File: src/hw/smr_pkg.sv
// Constants for the mode register zero burst logic.
// Assumes a 100 MHz core clock that samples the memory clock pin.
package smr_pkg;
	localparam int MR_W = 19;
	localparam int COL_W = 10;
	localparam int DQ_W = 8;
	localparam int BL_LO = 0;
	localparam int BT_BIT = 3;
	localparam int CL_LO = 4;
	localparam int DLL_BIT = 8;
	localparam int WR_LO = 9;
	localparam int PPD_BIT = 12;
	localparam int OTF_BIT = 12;
	localparam logic [MR_W-1:0] MR_RESET = 19'h00000;
	localparam logic [MR_W-1:0] MR_RSVD_MASK = 19'h4e080;
	localparam logic [1:0] BL_FIXED8 = 2'h0;
	localparam logic [1:0] BL_OTF = 2'h1;
	localparam logic [1:0] BL_CHOP4 = 2'h2;
	localparam logic [2:0] CMD_NOP = 3'h7;
	localparam logic [2:0] CMD_MODE_SET = 3'h0;
	localparam logic [2:0] CMD_READ = 3'h5;
	localparam logic [2:0] CMD_WRITE = 3'h4;
	localparam logic [3:0] CL_MIN = 4'h5;
	localparam logic [3:0] CL_MAX = 4'ha;
	localparam logic [3:0] BEATS_8 = 4'h8;
	localparam logic [3:0] BEATS_4 = 4'h4;
	localparam int DLL_LOCK_CYC = 512;
	localparam int FIFO_DEPTH = 16;
endpackage : smr_pkg

File: src/hw/smr_core.sv
// Burst ordering, latency and mode field decode behind the command pins.
// Assumes the memory clock pin is sampled by i_clk; commands are taken at its rising edge.
`timescale 1ns/100ps
module smr_fifo #(
	parameter int W = 8,
	parameter int D = 16
) (
	input wire logic i_clk,
	input wire logic i_srst,
	input wire logic i_valid,
	output logic o_ready,
	input wire logic [W-1:0] i_data,
	output logic o_valid,
	input wire logic i_ready,
	output logic [W-1:0] o_data
);
	localparam int AW = $clog2(D);
	logic [W-1:0] mem_q [D];
	logic [AW-1:0] wp_q;
	logic [AW-1:0] rp_q;
	logic [AW:0] cnt_q;
	logic push;
	logic pop;
	// Honest full and empty from one count
	assign o_ready = (cnt_q != (AW+1)'(D));
	assign o_valid = (cnt_q != '0);
	assign push = i_valid && o_ready;
	assign pop = o_valid && i_ready;
	assign o_data = mem_q[rp_q];
	always_ff @(posedge i_clk) begin
		if (push) begin
			mem_q[wp_q] <= i_data;
		end
	end
	// Pointers and fill level
	always_ff @(posedge i_clk) begin
		if (i_srst) begin
			wp_q <= '0;
			rp_q <= '0;
			cnt_q <= '0;
		end else begin
			if (push) begin
				wp_q <= wp_q + 1'b1;
			end
			if (pop) begin
				rp_q <= rp_q + 1'b1;
			end
			cnt_q <= cnt_q + (AW+1)'(push) - (AW+1)'(pop);
		end
	end
endmodule : smr_fifo

module smr_core
	import smr_pkg::*;
(
	input wire logic i_clk,
	input wire logic i_srst,
	input wire logic i_mem_clk,
	input wire logic [2:0] i_cmd,
	input wire logic [MR_W-1:0] i_addr,
	input wire logic i_power_down,
	input wire logic [DQ_W-1:0] i_wdata,
	input wire logic i_rd_valid,
	output logic o_rd_ready,
	input wire logic [DQ_W-1:0] i_rd_data,
	output logic [DQ_W-1:0] o_dq,
	output logic o_dq_oe,
	output logic o_dqs_oe,
	output logic o_wr_en,
	output logic [COL_W-1:0] o_wr_col,
	output logic [DQ_W-1:0] o_wr_data,
	output logic [COL_W-1:0] o_rd_col,
	output logic o_rd_col_valid,
	output logic o_dll_reset,
	output logic o_dll_run,
	output logic [3:0] o_write_recovery,
	output logic [3:0] o_read_latency,
	output logic [MR_W-1:0] o_mode
);
	typedef enum logic [2:0] {
		ST_IDLE = 3'b001,
		ST_WAIT = 3'b010,
		ST_BURST = 3'b100
	} smr_state_t;
	smr_state_t st_q;
	logic [2:0] ck_sync_q;
	logic [2:0] cmd_q [2];
	logic [MR_W-1:0] addr_q [2];
	logic ck_rise;
	logic [MR_W-1:0] mode_q;
	logic dll_req_q;
	logic [3:0] lat_q;
	logic [3:0] beat_q;
	logic [3:0] len_q;
	logic is_read_q;
	logic seq_q;
	logic [2:0] start_q;
	logic [COL_W-1:0] base_q;
	logic [3:0] cl_dec;
	logic [3:0] wr_dec;
	logic chop_cmd;
	logic [2:0] beat_col;
	logic [2:0] cur_cmd;
	logic [MR_W-1:0] cur_addr;
	logic [3:0] beats_out;
	logic fifo_v;
	logic [DQ_W-1:0] fifo_d;
	logic in_chop_tail;
	// Two flops on the clock, command and address pins before logic reads them
	always_ff @(posedge i_clk) begin
		if (i_srst) begin
			ck_sync_q <= '0;
			cmd_q[0] <= CMD_NOP;
			cmd_q[1] <= CMD_NOP;
			addr_q[0] <= '0;
			addr_q[1] <= '0;
		end else begin
			ck_sync_q <= {ck_sync_q[1:0], i_mem_clk};
			cmd_q[0] <= i_cmd;
			cmd_q[1] <= cmd_q[0];
			addr_q[0] <= i_addr;
			addr_q[1] <= addr_q[0];
		end
	end
	assign ck_rise = ck_sync_q[1] && !ck_sync_q[2];
	assign cur_cmd = ck_rise ? cmd_q[1] : CMD_NOP;
	assign cur_addr = addr_q[1];
	// Mode field decode; unlisted codes fall to the lowest value, 5
	always_comb begin
		cl_dec = CL_MIN;
		case (mode_q[CL_LO+:3])
			3'h1: cl_dec = 4'h5;
			3'h2: cl_dec = 4'h6;
			3'h3: cl_dec = 4'h7;
			3'h4: cl_dec = 4'h8;
			3'h5: cl_dec = 4'h9;
			3'h6: cl_dec = CL_MAX;
			default: cl_dec = CL_MIN;
		endcase
		wr_dec = 4'h5;
		case (mode_q[WR_LO+:3])
			3'h2: wr_dec = 4'h6;
			3'h3: wr_dec = 4'h7;
			3'h4: wr_dec = 4'h8;
			3'h5: wr_dec = 4'ha;
			3'h6: wr_dec = 4'hc;
			default: wr_dec = 4'h5;
		endcase
	end
	// Length per command; same field for reads and writes
	always_comb begin
		case (mode_q[BL_LO+:2])
			BL_CHOP4: chop_cmd = 1'b1;
			BL_OTF: chop_cmd = !cur_addr[OTF_BIT];
			default: chop_cmd = 1'b0;
		endcase
	end
	// Mode store; reserved bits kept at zero even if sent otherwise
	always_ff @(posedge i_clk) begin
		if (i_srst) begin
			mode_q <= MR_RESET;
			dll_req_q <= 1'b0;
		end else begin
			dll_req_q <= 1'b0;
			if (cur_cmd == CMD_MODE_SET && st_q == ST_IDLE) begin
				mode_q <= cur_addr & ~MR_RSVD_MASK;
				dll_req_q <= cur_addr[DLL_BIT];
			end else if (dll_req_q) begin
				mode_q[DLL_BIT] <= 1'b0;
			end
		end
	end
	assign o_dll_reset = dll_req_q;
	// DLL idles only in power-down with slow-exit setting
	assign o_dll_run = !(i_power_down && !mode_q[PPD_BIT]);
	assign o_write_recovery = wr_dec;
	assign o_read_latency = cl_dec;
	assign o_mode = mode_q;
	// Burst sequencer counts memory clock edges
	always_ff @(posedge i_clk) begin
		if (i_srst) begin
			st_q <= ST_IDLE;
			lat_q <= '0;
			beat_q <= '0;
			len_q <= BEATS_8;
			is_read_q <= 1'b0;
			seq_q <= 1'b1;
			start_q <= '0;
			base_q <= '0;
		end else begin
			case (st_q)
				ST_IDLE: begin
					if (cur_cmd == CMD_READ || cur_cmd == CMD_WRITE) begin
						is_read_q <= (cur_cmd == CMD_READ);
						len_q <= chop_cmd ? BEATS_4 : BEATS_8;
						seq_q <= !mode_q[BT_BIT];
						base_q <= {cur_addr[COL_W-1:3], 3'h0};
						start_q <= cur_addr[2:0];
						// Latency equal for chop and eight
						lat_q <= (cur_cmd == CMD_READ) ? cl_dec - 4'h1 : 4'h0;
						beat_q <= '0;
						st_q <= (cur_cmd == CMD_READ && cl_dec > 4'h1) ? ST_WAIT : ST_BURST;
					end
				end
				ST_WAIT: begin
					if (ck_rise) begin
						lat_q <= lat_q - 4'h1;
						if (lat_q == 4'h1) begin
							st_q <= ST_BURST;
						end
					end
				end
				ST_BURST: begin
					if (ck_rise) begin
						beat_q <= beat_q + 4'h1;
						if (beat_q == BEATS_8 - 4'h1) begin
							st_q <= ST_IDLE;
						end
					end
				end
				default: st_q <= ST_IDLE;
			endcase
		end
	end
	// Column of the current beat
	always_comb begin
		if (!is_read_q) begin
			beat_col = len_q == BEATS_4 ? {start_q[2], beat_q[1:0]}
				: beat_q[2:0];
		end else if (!seq_q) begin
			beat_col = beat_q[2:0] ^ start_q;
		end else begin
			beat_col = {beat_q[2] ^ start_q[2], beat_q[1:0] + start_q[1:0]};
		end
	end
	assign in_chop_tail = (len_q == BEATS_4) && beat_q[2];
	assign beats_out = 4'(st_q == ST_BURST && !in_chop_tail);
	// Read data path; stalls the array source when full
	smr_fifo #(.W(DQ_W), .D(FIFO_DEPTH)) u_fifo (
		.i_clk(i_clk),
		.i_srst(i_srst),
		.i_valid(i_rd_valid),
		.o_ready(o_rd_ready),
		.i_data(i_rd_data),
		.o_valid(fifo_v),
		.i_ready(ck_rise && is_read_q && beats_out[0]),
		.o_data(fifo_d)
	);
	// Pin drivers; chop tail leaves data and strobe off
	always_ff @(posedge i_clk) begin
		if (i_srst) begin
			o_dq <= '0;
			o_dq_oe <= 1'b0;
			o_dqs_oe <= 1'b0;
			o_wr_en <= 1'b0;
			o_wr_col <= '0;
			o_wr_data <= '0;
			o_rd_col <= '0;
			o_rd_col_valid <= 1'b0;
		end else begin
			o_wr_en <= 1'b0;
			o_rd_col_valid <= 1'b0;
			if (ck_rise) begin
				o_dq_oe <= is_read_q && beats_out[0];
				o_dqs_oe <= is_read_q && beats_out[0];
				o_dq <= fifo_v ? fifo_d : '0;
				if (beats_out[0]) begin
					o_rd_col_valid <= is_read_q;
					o_rd_col <= base_q | COL_W'(beat_col);
					o_wr_en <= !is_read_q;
					o_wr_col <= base_q | COL_W'(beat_col);
					o_wr_data <= i_wdata;
				end
			end
		end
	end
	// Self-clear follows a DLL reset request
	a_dll_selfclear: assert property (@(posedge i_clk) disable iff (i_srst)
		dll_req_q |=> !mode_q[DLL_BIT] || $past(cur_cmd == CMD_MODE_SET))
		else $error("dll reset bit did not clear");
	a_reserved_zero: assert property (@(posedge i_clk) disable iff (i_srst)
		(mode_q & MR_RSVD_MASK) == '0)
		else $error("reserved mode bits set");
	a_chop_tristate: assert property (@(posedge i_clk) disable iff (i_srst)
		(st_q == ST_BURST && in_chop_tail && ck_rise) |=> !o_dq_oe && !o_dqs_oe)
		else $error("drivers on in chop tail");
	// Order checks watch the registered columns; the beat count has already stepped
	a_wr8_order: assert property (@(posedge i_clk) disable iff (i_srst)
		(o_wr_en && len_q == BEATS_8) |-> o_wr_col[2:0] == 3'(beat_q - 4'h1))
		else $error("eight write order wrong");
	a_ilv_order: assert property (@(posedge i_clk) disable iff (i_srst)
		(o_rd_col_valid && !seq_q) |-> o_rd_col[2:0] == (3'(beat_q - 4'h1) ^ start_q))
		else $error("interleave order wrong");
	a_seq_nibble: assert property (@(posedge i_clk) disable iff (i_srst)
		(o_rd_col_valid && seq_q) |-> o_rd_col[2:0] ==
		{(beat_q > BEATS_4) ^ start_q[2], 2'(beat_q - 4'h1 + 4'(start_q[1:0]))})
		else $error("sequential nibble wrong");
	a_latency_range: assert property (@(posedge i_clk) disable iff (i_srst)
		cl_dec >= CL_MIN && cl_dec <= CL_MAX)
		else $error("read latency out of range");
	a_dll_powerdown: assert property (@(posedge i_clk) disable iff (i_srst)
		(i_power_down && !mode_q[PPD_BIT]) |-> !o_dll_run)
		else $error("dll running in slow power-down");
	a_otf_length: assert property (@(posedge i_clk) disable iff (i_srst)
		(st_q == ST_IDLE && cur_cmd == CMD_READ && mode_q[BL_LO+:2] == BL_OTF)
		|=> len_q == ($past(cur_addr[OTF_BIT]) ? BEATS_8 : BEATS_4))
		else $error("on-the-fly length wrong");
endmodule : smr_core

File: config.mk
export PLATFORM = sky130hd
export DESIGN_NAME = smr_core
export DESIGN_NICKNAME = d
export VERILOG_FILES = /design/src/hw/smr_pkg.sv /design/src/hw/smr_core.sv
export SDC_FILE = /design/constraint.sdc
export NUM_CORES = 1
export LEC_CHECK = 0
export BUFFER_PORTS_ARGS = -buffer_cell sky130_fd_sc_hd__clkbuf_2
export CORE_UTILIZATION = 58
export DETAILED_ROUTE_END_ITERATION = 12
export GPL_ROUTABILITY_DRIVEN = 0
export PLACE_DENSITY = 0.79
export SLEW_MARGIN = 20
export SYNTH_ARGS = -nofsm -noshare
export SYNTH_HDL_FRONTEND = slang
export SYNTH_SLANG_ARGS = --single-unit
File: constraint.sdc
create_clock -name i_clk -period 3.8 [get_ports i_clk]
set_clock_uncertainty 0.15 [all_clocks]
set_input_delay 0.38 -clock i_clk [delete_from_list [all_inputs] [get_ports i_clk]]
set_output_delay 0.38 -clock i_clk [all_outputs]
set_load 0.01 [all_outputs]
==> results of run 1 <==
cell type report:
cell class	count	area share (%)
sequential	253	54.6
clock buffer	35	6.55
multi-input combinational	451	27.4
timing repair buffer	136	7.17
tap	220	2.37
clock inverter	13	1.32
inverter	18	0.582
worst max-delay path: stages (launching register included):
cell and delay, ns:
dfxtp_1 0.33, inv_1 0.08, ha_1 0.16, nor4b_2 0.53
nand2b_1 0.33, nor2_1 0.12, ha_1 0.30, inv_1 0.06
ha_1 0.16, inv_1 0.06, fa_1 0.41, nor2b_1 0.18
o21bai_1 0.10, a21oi_1 0.16, nor3b_1 0.07
synthesized netlist by cell type, types with 3 or more instances:
master / n
and2_1: 3
inv_1: 18
edfxtp_1: 128
nor3b_1: 4
and3_1: 5
nand2_1: 73
nand4bb_1: 3
o31ai_1: 5
dfxtp_1: 125
or3_1: 4
nand3_1: 26
a22oi_1: 24
a21boi_0: 4
xor2_1: 6
mux2i_1: 48
or4_1: 3
ha_1: 17
or2_2: 6
buf_1: 3
mux4_2: 16
nor2b_1: 41
a31oi_1: 3
nand2b_1: 11
nor2_1: 43
buf_4: 17
a21oi_1: 43
nor3_1: 9
clkbuf_1: 24
a211oi_1: 3
buf_2: 8
o21ai_0: 8
flip-flops by register name (all words and copies together), names as in the netlist, 5 cells and up, named ones only:
| signal | cells |
|---|---|
| u_fifo.mem_q | 128 |
| addr_q | 30 |
| o_mode | 14 |
| o_rd_col | 10 |
| o_dq | 8 |
| o_wr_data | 8 |
| base_q | 7 |
| cmd_q | 6 |
| u_fifo.cnt_q | 5 |
logic make-up (layout without fill, tap and decap cells):
logic type / after synthesis / count (layout) / synth area share [%]
flip-flops: 253 / 253 / 64.3
AND/OR/NAND/NOR: 253 / 253 / 13.8
AO/OA/AOI/OAI: 103 / 103 / 6.57
buffers and inverters: 72 / 202 / 3.73
multiplexers: 64 / 64 / 8.52
adder cells (fa/ha/maj): 18 / 18 / 2.36
XOR/XNOR: 8 / 8 / 0.710
other: 1 / 5 / 0.0380
path summary, 6_finish.rpt:
path | to | cells past startpoint | slack [ns]
hold reg to reg | cmd_q[0][5]$_SDFF_PP1_ | 1 | 0.26
setup reg to reg | u_fifo.cnt_q[4]$_SDFF_PP0_ | 14 | 0.45
hold / removal | u_fifo.wp_q[3]$_SDFFE_PP0N_ | 4 | 0.06
setup / recovery | u_fifo.cnt_q[4]$_SDFF_PP0_ | 14 | 0.45
per-stage QoR:
stage	instance area [um2]	hold WS (ns)	worst slack, ns	instances
final	11600	0.0613	0.448	1126
after global routing	11600	0.109	0.251	1126
after CTS	11600	0.0509	0.481	1126
after detailed placement	10400	0.249	0.495	1051
after global placement	10400	0.247	0.705	1051
after floorplan	9880	0.239	0.971	776
repair_timing:
action                    CTS  global route
hold endpoints to repair   27             0
buffers inserted            0             0
hold buffers               27             0
per-layer routing:
layer	share of wire (%)	vias to the layer above	track usage (%)
met5	0	-	0
met4	3.1	0	8.68
met3	4.9	47	4.02
met2	52	207	44.0
met1	40	3058	27.4
li1	-	2981	-
power by group through the flow:
stage / sequential, mW / combinational (mW) / clock (mW)
4_1_cts: 3.00 / 0.399 / 2.67
3_5_place_dp: 3.06 / 0.374 / 0
5_1_grt: 3.01 / 0.438 / 2.79
3_3_place_gp: 3.05 / 0.336 / 0
6_report: 3.00 / 0.399 / 2.65
2_1_floorplan: 3.05 / 0.245 / 0
==> key figures, run 1 <==
Run status
  • Status: finished clean

Final layout
  • Register area: 0.00635 mm2
  • Nets: 947
  • # fillers: 1113
  • Most frequent cells in the layout: 128 x edfxtp_1, 124 x dfxtp_1, 105 x clkbuf_2
  • Area of the multi-input gates: 0.00318 mm2
  • ANT cells: 0
  • Final core utilization: 70.1%
  • Layout cells sized above 1: 21.3%
  • Most common cell after layout, fill and taps aside: edfxtp_1
  • Layout area overhead: 17.7%

Pwr
  • Sw Pwr: 1.31 mW
  • Sw Share: 21.7%
  • Pwr Density: 521 mW/mm2
  • Clock group share of total power: 43.8%
  • Worst vdd ir: 0.360 mV
  • Reg power frac: 49.6%
  • P_int: 4.74 mW
  • Tot Pwr: 6.05 mW
  • Combinational share of power: 6.6%
  • Leakage: 4.15 nW

Floorplanning
  • Die Area: 0.0175 mm2
  • Die H: 132 um
  • Std cell rows: 47
  • Die extent in x: 132 um
  • Starting Density: 59.5%
  • Core area: 0.0166 mm2
  • Top Ports: 113

Setup path
  • Max FO, Critical Path: 8
  • Worst EP arrival: 3.57 ns
  • WS Path Type: flop to flop
  • RR Startpoint: u_fifo.cnt_q[3]$_SDFF_PP0_
  • Element type at the critical path start: flop
  • Req. time, crit path: 4.02 ns
  • CP endpoint kind: flop
  • CP Launch Point: u_fifo.cnt_q[3]$_SDFF_PP0_

Place
  • Final HPWL from detailed placement: 13500 um
  • Buffers on Ports: 103

Clocking
  • Resized Gates After CTS: 0
  • CTS sink count: 253
  • CTS H-tree lvls: 1
  • Worst skew pair latency: 0.52 ns
  • Reg clk slew, reported paths: 0.06 ns
  • Root Buffer: clkbuf_16
  • CTS Buf Count: 26
  • Maximum buffer depth of the clock tree: 3
  • CTS tree: built

GRT
  • GRT Total Usage: 23.7%
  • Largest net degree at the start of global routing: 86
  • Overflow after GRT: 0
  • First-pass GRT wire length: 32800 um
  • Initial antenna violation count: 0
  • Vias in the first global route: 6489

Yosys
  • #FFs+latches synth: 253
  • Yosys top cell area share: 39.0%
  • YS warnings: 0
  • Syn_area_per_cell: 12.8 um2
  • EDFF count, synth: 128
  • Synth area leader: edfxtp_1
  • Primary FF master, synth: edfxtp_1
  • Post-synth ARST share: 0%
  • Largest cells by area after synthesis: edfxtp_1 39%, dfxtp_1 25%, mux2i_1 4.9%
  • Register area share after synthesis: 64.3%
  • Unique cell type count in the Yosys netlist: 62
  • Synth Cell Area: 0.00987 mm2
  • Gate count of the mapped netlist: 772

Route
  • DRC Markers: 0
  • Drt wl/cell: 18.4 um
  • Remaining antenna violation count: 0
  • Routed via count: 6293
  • Routed vias/inst: 5.59
  • DR iter-0 viols: 369
  • WL final: 20700 um
  • 1st-pass router iterations: 4

Min path
  • Hold Crit Class: primary input to flop
  • Min-delay src: i_rd_valid

STA
  • Post-layout min period: 3.35 ns
  • Unrepaired setup endpoints after global routing: no
  • Worst slew pin tran: 1.08 ns
  • FMAX: 0.298 GHz
  • Setup violators final: 0
  • Max_slew headroom: 27.3%
  • Setup TNS: 0 ns
  • Final period util: 88.2%
  • Final Hold Viols: 0
  • Slew Viols, Final: 0

Job
  • Max cap viols: 0
(Power assumes the default switching activity.)
==> inputs of run 2 (changes only) <==
--- a/config.mk
+++ b/config.mk
@@ -5,7 +5,9 @@
 export SDC_FILE = /design/constraint.sdc
 export NUM_CORES = 1
 export LEC_CHECK = 0
+export ABC_CLOCK_PERIOD_IN_PS = 3400
 export BUFFER_PORTS_ARGS = -buffer_cell sky130_fd_sc_hd__clkbuf_2
+export CORE_MARGIN = 4
 export CORE_UTILIZATION = 58
 export DETAILED_ROUTE_END_ITERATION = 12
 export GPL_ROUTABILITY_DRIVEN = 0
==> constraint.sdc (replaced) <==
create_clock -name i_clk -period 3.4 [get_ports i_clk]
set_clock_uncertainty 0.15 [all_clocks]
set_input_delay 0.34 -clock i_clk [delete_from_list [all_inputs] [get_ports i_clk]]
set_output_delay 0.34 -clock i_clk [all_outputs]
set_load 0.01 [all_outputs]
==> key figures, run 2 (same netlist as run 1, synthesis figures left out) <==
Clocking
  • CTS sink count: 253 (unchanged)
  • Post-CTS setup buffer count: 0 (unchanged)
  • CTS H-tree lvls: 1 (unchanged)
  • Resized Gates After CTS: 0 (unchanged)
  • Root Buffer: clkbuf_16 (unchanged)
  • Maximum buffer depth of the clock tree: 3 (unchanged)
  • Worst skew pair latency: 0.51 ns (was 0.52 ns)
  • CTS tree: built (unchanged)
  • Reg clk slew, reported paths: 0.06 ns (about the same)
  • CTS Buf Count: 25 (was 26)

Final layout
  • Most frequent cells in the layout: 128 x edfxtp_1, 124 x dfxtp_1, 102 x clkbuf_2 (was 128 x edfxtp_1, 124 x dfxtp_1, 105 x clkbuf_2)
  • Max FFs per register: 128 (unchanged)
  • Nets: 955 (was 947)
  • ANT cells: 0 (unchanged)
  • Post-route insts no fill: 1132 (was 1126)
  • Reg with most FFs: u_fifo.mem_q (unchanged)
  • Layout area overhead: 17.2% (was 17.7%)
  • Most common cell after layout, fill and taps aside: edfxtp_1 (unchanged)
  • Layout cells sized above 1: 21.2% (was 21.3%)
  • Finished Cell Area: 0.0116 mm2 (about the same)

Route
  • 1st-pass router iterations: 6 (was 4)
  • DRC Markers: 0 (unchanged)
  • DR iter-0 viols: 316 (was 369)
  • WL final: 20400 um (was 20700 um)
  • Top layer in use: met4 (unchanged)
  • Remaining antenna violation count: 0 (unchanged)
  • Met1 WL: 7630 um (was 8180 um)
  • Routed via count: 6401 (was 6293)
  • Drt wl/cell: 18.0 um (was 18.4 um)
  • Met2 wire length: 10900 um (was 10800 um)
  • Routed vias/inst: 5.65 (was 5.59)
  • WL met3: 1280 um (was 1020 um)

STA
  • Slew Viols, Final: 0 (unchanged)
  • Final Hold Viols: 0 (unchanged)
  • Unrepaired setup endpoints after global routing: no (unchanged)
  • Setup violators final: 0 (unchanged)
  • Post-layout min period: 3.06 ns (was 3.35 ns)
  • Setup TNS: 0 ns (unchanged)
  • Worst slew pin tran: 0.879 ns (was 1.08 ns)
  • Final hold slack: 0.0430 ns (was 0.0613 ns)
  • FMAX: 0.327 GHz (was 0.298 GHz)
  • Final period util: 89.9% (was 88.2%)
  • Max_slew headroom: 41.2% (was 27.3%)

GRT
  • First-pass GRT wire length: 33300 um (was 32800 um)
  • GRT Total Usage: 21.2% (was 23.7%)
  • Overflow after GRT: 0 (unchanged)
  • Largest net degree at the start of global routing: 86 (unchanged)
  • Vias in the first global route: 6674 (was 6489)
  • Initial antenna violation count: 0 (unchanged)

Pwr
  • Worst vdd ir: 0.415 mV (was 0.360 mV)
  • Tot Pwr: 6.43 mW (was 6.05 mW)
  • Pwr Density: 556 mW/mm2 (was 521 mW/mm2)
  • Leakage: 4.12 nW (was 4.15 nW)

Setup path
  • Worst EP arrival: 3.28 ns (was 3.57 ns)
  • Req. time, crit path: 3.63 ns (was 4.02 ns)
  • Element type at the critical path start: flop (unchanged)
  • CP endpoint kind: flop (unchanged)
  • Max FO, Critical Path: 8 (unchanged)
  • WS Path Type: flop to flop (unchanged)

Floorplanning
  • Core area: 0.0166 mm2 (about the same)
  • Die extent in x: 138 um (was 132 um)
  • Die H: 138 um (was 132 um)
  • Die Area: 0.0192 mm2 (was 0.0175 mm2)
  • Starting Density: 59.3% (was 59.5%)
  • Std cell rows: 47 (unchanged)
  • Top Ports: 113 (unchanged)

Place
  • Placed Cells: 1060 (was 1051)
  • Buffers on Ports: 103 (unchanged)
  • DP Area: 0.0105 mm2 (was 0.0104 mm2)
  • Final HPWL from detailed placement: 12900 um (was 13500 um)

Min path
  • Hold Crit Class: primary input to flop (unchanged)

Run status
  • Status: finished clean (unchanged)

Job
  • Max cap viols: 0 (unchanged)
run 2: changes by cell type in the layout (fill, tap and decap cells not counted), sizes merged:
cell | previous run | this run
inv | 21 | 18
clkinvlp | 1 | 3
bufinv | 3 | 2
buf | 7 | 16
clkbuf | 137 | 128
clkinv | 6 | 14
run 2: where the power goes:
part / leakage [nW] / internal (mW) / switching, mW
clock: 0.387 / 1.52 / 1.11
combinational: 1.56 / 0.194 / 0.253
sequential: 2.17 / 3.30 / 0.0504
total: 4.12 / 5.01 / 1.42
run 2: worst paths after layout:
kind / cells past startpoint / start / endpoint / slack [ns]
setup / recovery: 14 / u_fifo.cnt_q[3]$_SDFF_PP0_ / u_fifo.cnt_q[4]$_SDFF_PP0_ / 0.34
hold reg to reg: 1 / cmd_q[0][2]$_SDFF_PP1_ / cmd_q[0][5]$_SDFF_PP1_ / 0.26
setup reg to reg: 14 / u_fifo.cnt_q[3]$_SDFF_PP0_ / u_fifo.cnt_q[4]$_SDFF_PP0_ / 0.34
hold / removal: 4 / i_rd_valid / u_fifo.wp_q[3]$_SDFFE_PP0N_ / 0.04
run 2: timing repair:
action                                 4_1_cts  5_1_grt
setup endpoints to repair                    0        0
endpoints found under the hold margin       27        0
hold buffers                                27        0
run 2: layout make-up:
type,count,area [um2]
clock buffer,26,639
clock inverter,19,151
fill,1100,5080
inverter,18,67.6
multi-input combinational,451,3170
sequential,253,6350
tap,220,275
timing repair buffer,145,913
run 2: metal layers:
layer | vias up | GRT usage (%)
met3 | 44 | 4.35
met4 | 0 | 7.49
met5 | - | 0
met2 | 240 | 39.4
met1 | 3123 | 24.3
li1 | 2994 | -
run 2: critical path: stages (launching register included):
cell      delay [ns]
dfxtp_1         0.32
inv_1           0.08
ha_1            0.17
nor4b_2         0.29
nand2b_1        0.30
nor2_1          0.10
ha_1            0.29
inv_1           0.07
ha_1            0.17
inv_1           0.07
fa_1            0.41
nor2b_1         0.19
o21bai_1        0.11
a21oi_1         0.16
nor3b_1         0.06
run 2: metrics by stage:
step | setup slack, ns | utilization (%)
CTS | 0.330 | 69.5
global route | 0.00990 | 69.5
global placement | 0.575 | 63.1
finish | 0.343 | 69.5
floorplan | 0.571 | -
detailed placement | 0.330 | 63.1
==> inputs of run 3 (changes only) <==
--- a/config.mk
+++ b/config.mk
@@ -11,6 +11,7 @@
 export CORE_UTILIZATION = 58
 export DETAILED_ROUTE_END_ITERATION = 12
 export GPL_ROUTABILITY_DRIVEN = 0
+export HOLD_SLACK_MARGIN = 0.12
 export PLACE_DENSITY = 0.79
 export SLEW_MARGIN = 20
 export SYNTH_ARGS = -nofsm -noshare
==> constraint.sdc (replaced) <==
create_clock -name i_clk -period 3.4 [get_ports i_clk]
set_clock_uncertainty 0.15 [all_clocks]
set_input_delay 0.17 -clock i_clk [delete_from_list [all_inputs] [get_ports i_clk]]
set_output_delay 0.17 -clock i_clk [all_outputs]
set_load 0.01 [all_outputs]
==> key figures, run 3 (same netlist as run 1, synthesis figures left out) <==
STA
  • Worst slew pin tran: 1.02 ns (was 0.879 ns)
  • Post-layout min period: 3.00 ns (was 3.06 ns)
  • FMAX: 0.334 GHz (was 0.327 GHz)
  • Final period util: 88.1% (was 89.9%)
  • Max_slew headroom: 31.4% (was 41.2%)
  • Final Hold Viols: 0 (unchanged)
  • Setup violators final: 0 (unchanged)
  • Unrepaired setup endpoints after global routing: no (unchanged)
  • Setup TNS: 0 ns (unchanged)
  • Slew Viols, Final: 0 (unchanged)

Route
  • WL final: 21500 um (was 20400 um)
  • Drt wl/cell: 18.7 um (was 18.0 um)
  • DR iter-0 viols: 401 (was 316)
  • Routed via count: 6440 (was 6401)
  • 1st-pass router iterations: 5 (was 6)
  • DRC Markers: 0 (unchanged)
  • Routed vias/inst: 5.60 (was 5.65)
  • Remaining antenna violation count: 0 (unchanged)

Pwr
  • Worst vdd ir: 0.441 mV (was 0.415 mV)
  • Pwr Density: 554 mW/mm2 (was 556 mW/mm2)
  • Leakage: 4.24 nW (was 4.12 nW)

Clocking
  • Hold_buf cts: 45 (was 27)
  • CTS sink count: 253 (unchanged)
  • CTS Buf Count: 24 (was 25)
  • Post-CTS setup buffer count: 0 (unchanged)
  • Resized Gates After CTS: 0 (unchanged)
  • Reg clk slew, reported paths: 0.06 ns (about the same)
  • Maximum buffer depth of the clock tree: 3 (unchanged)
  • CTS H-tree lvls: 1 (unchanged)
  • Root Buffer: clkbuf_16 (unchanged)
  • CTS tree: built (unchanged)
  • Worst skew pair latency: 0.51 ns (about the same)

Final layout
  • Layout area overhead: 19.4% (was 17.2%)
  • Most frequent cells in the layout: 128 x edfxtp_1, 124 x dfxtp_1, 102 x clkbuf_2 (unchanged)
  • Reg with most FFs: u_fifo.mem_q (unchanged)
  • Layout cells sized above 1: 20.6% (was 21.2%)
  • # fillers: 1058 (was 1100)
  • Final core utilization: 70.8% (was 69.5%)
  • Nets: 973 (was 955)
  • Max FFs per register: 128 (unchanged)
  • Most common cell after layout, fill and taps aside: edfxtp_1 (unchanged)
  • ANT cells: 0 (unchanged)

Floorplanning
  • Core area: 0.0166 mm2 (unchanged)
  • Std cell rows: 47 (unchanged)
  • Die H: 138 um (unchanged)
  • Die Area: 0.0192 mm2 (unchanged)
  • Starting Density: 59.3% (unchanged)
  • Die extent in x: 138 um (unchanged)
  • Top Ports: 113 (unchanged)

Setup path
  • Max incr delay on CP: 0.41 ns (about the same)
  • Slowest-stage cell, CP: fa_1 (unchanged)
  • CP Cell Sequence: inv_1 -> ha_1 -> nor4b_2 -> nand2b_1 -> nor2_1 -> ha_1 -> inv_1 -> ha_1 -> inv_1 -> fa_1 -> nor2b_1 -> o21bai_1 -> a21oi_1 -> nor3b_1 (unchanged)
  • CP endpoint kind: flop (unchanged)
  • Element type at the critical path start: flop (unchanged)
  • WS Path Type: flop to flop (unchanged)
  • Req. time, crit path: 3.63 ns (about the same)
  • Worst EP arrival: 3.23 ns (was 3.28 ns)
  • Max FO, Critical Path: 8 (unchanged)

GRT
  • Overflow after GRT: 0 (unchanged)
  • First-pass GRT wire length: 34500 um (was 33300 um)
  • Vias in the first global route: 6680 (was 6674)
  • Initial antenna violation count: 0 (unchanged)
  • GRT Total Usage: 22.1% (was 21.2%)
  • Largest net degree at the start of global routing: 81 (was 86)

Run status
  • Status: finished clean (unchanged)

Place
  • Buffers on Ports: 103 (unchanged)
  • Final HPWL from detailed placement: 13100 um (was 12900 um)

Job
  • Max cap viols: 0 (unchanged)

Min path
  • Hold Crit Class: primary input to flop (unchanged)
-- run 3: cell count changes in the layout (fill, tap and decap cells not counted), moves of 2 or more --
cell,previous run,this run
clkbuf_1,0,6
clkbuf_8,1,7
clkinv_1,5,0
clkinv_2,7,3
clkinv_4,2,0
clkinvlp_4,2,0
dlygate4sd3_1,27,45
-- run 3: critical path: cells and delay by family, from the launching register on --
kind,cells,cell delay (ns)
fa+ha+maj,4,1.04
simple gates,5,0.90
compound gates,2,0.26
buf+inv,3,0.21
flops,1,0.32
-- run 3: path summary, 6_finish.rpt --
| path | startpoint | end | slack [ns] | depth (start not counted) |
|---|---|---|---|---|
| setup / recovery | u_fifo.cnt_q[3]$_SDFF_PP0_ | u_fifo.cnt_q[4]$_SDFF_PP0_ | 0.40 | 14 |
| hold / removal | i_cmd[1] | cmd_q[0][1]$_SDFF_PP1_ | 0.24 | 3 |
| setup reg to reg | u_fifo.cnt_q[3]$_SDFF_PP0_ | u_fifo.cnt_q[4]$_SDFF_PP0_ | 0.40 | 14 |
| hold reg to reg | cmd_q[0][2]$_SDFF_PP1_ | cmd_q[0][5]$_SDFF_PP1_ | 0.26 | 1 |
-- run 3: per-layer routing --
layer  up-vias  wire, um  GRT usage, %  part of all wire [%]
met3        42      1140          3.90                   5.3
met2       232     11500          41.1                    53
met5         -         0             0                     0
met1      3143      8330          26.5                    39
met4         0       534          6.14                   2.5
li1       3023         -             -                     -
-- run 3: where the power goes --
group	switching (mW)	internal, mW
clock network	1.09	1.62
registers	0.0512	3.30
logic	0.256	0.201
-- run 3: area by class of cell --
type | instances | area, um2 | share of cell area (%)
Multi-Input combinational cell | 451 | 3170 | 26.9
Inverter | 18 | 67.6 | 0.573
Clock inverter | 5 | 51.3 | 0.435
Clock buffer | 39 | 769 | 6.53
Tap cell | 220 | 275 | 2.34
Timing Repair Buffer | 164 | 1100 | 9.35
Sequential cell | 253 | 6350 | 53.9
-- run 3: through the flow --
stage               instance area (um2)  hold slack [ns]  worst slack, ns  cells  power [mW]
floorplan                          9880            0.119            0.571    776        3.68
global placement                  10500            0.205            0.581   1061        3.80
detailed placement                10500            0.209            0.407   1061        3.84
CTS                               11800            0.214            0.399   1150        6.55
global route                      11800            0.245           0.0915   1150        6.74
finish                            11800            0.241            0.403   1150        6.53
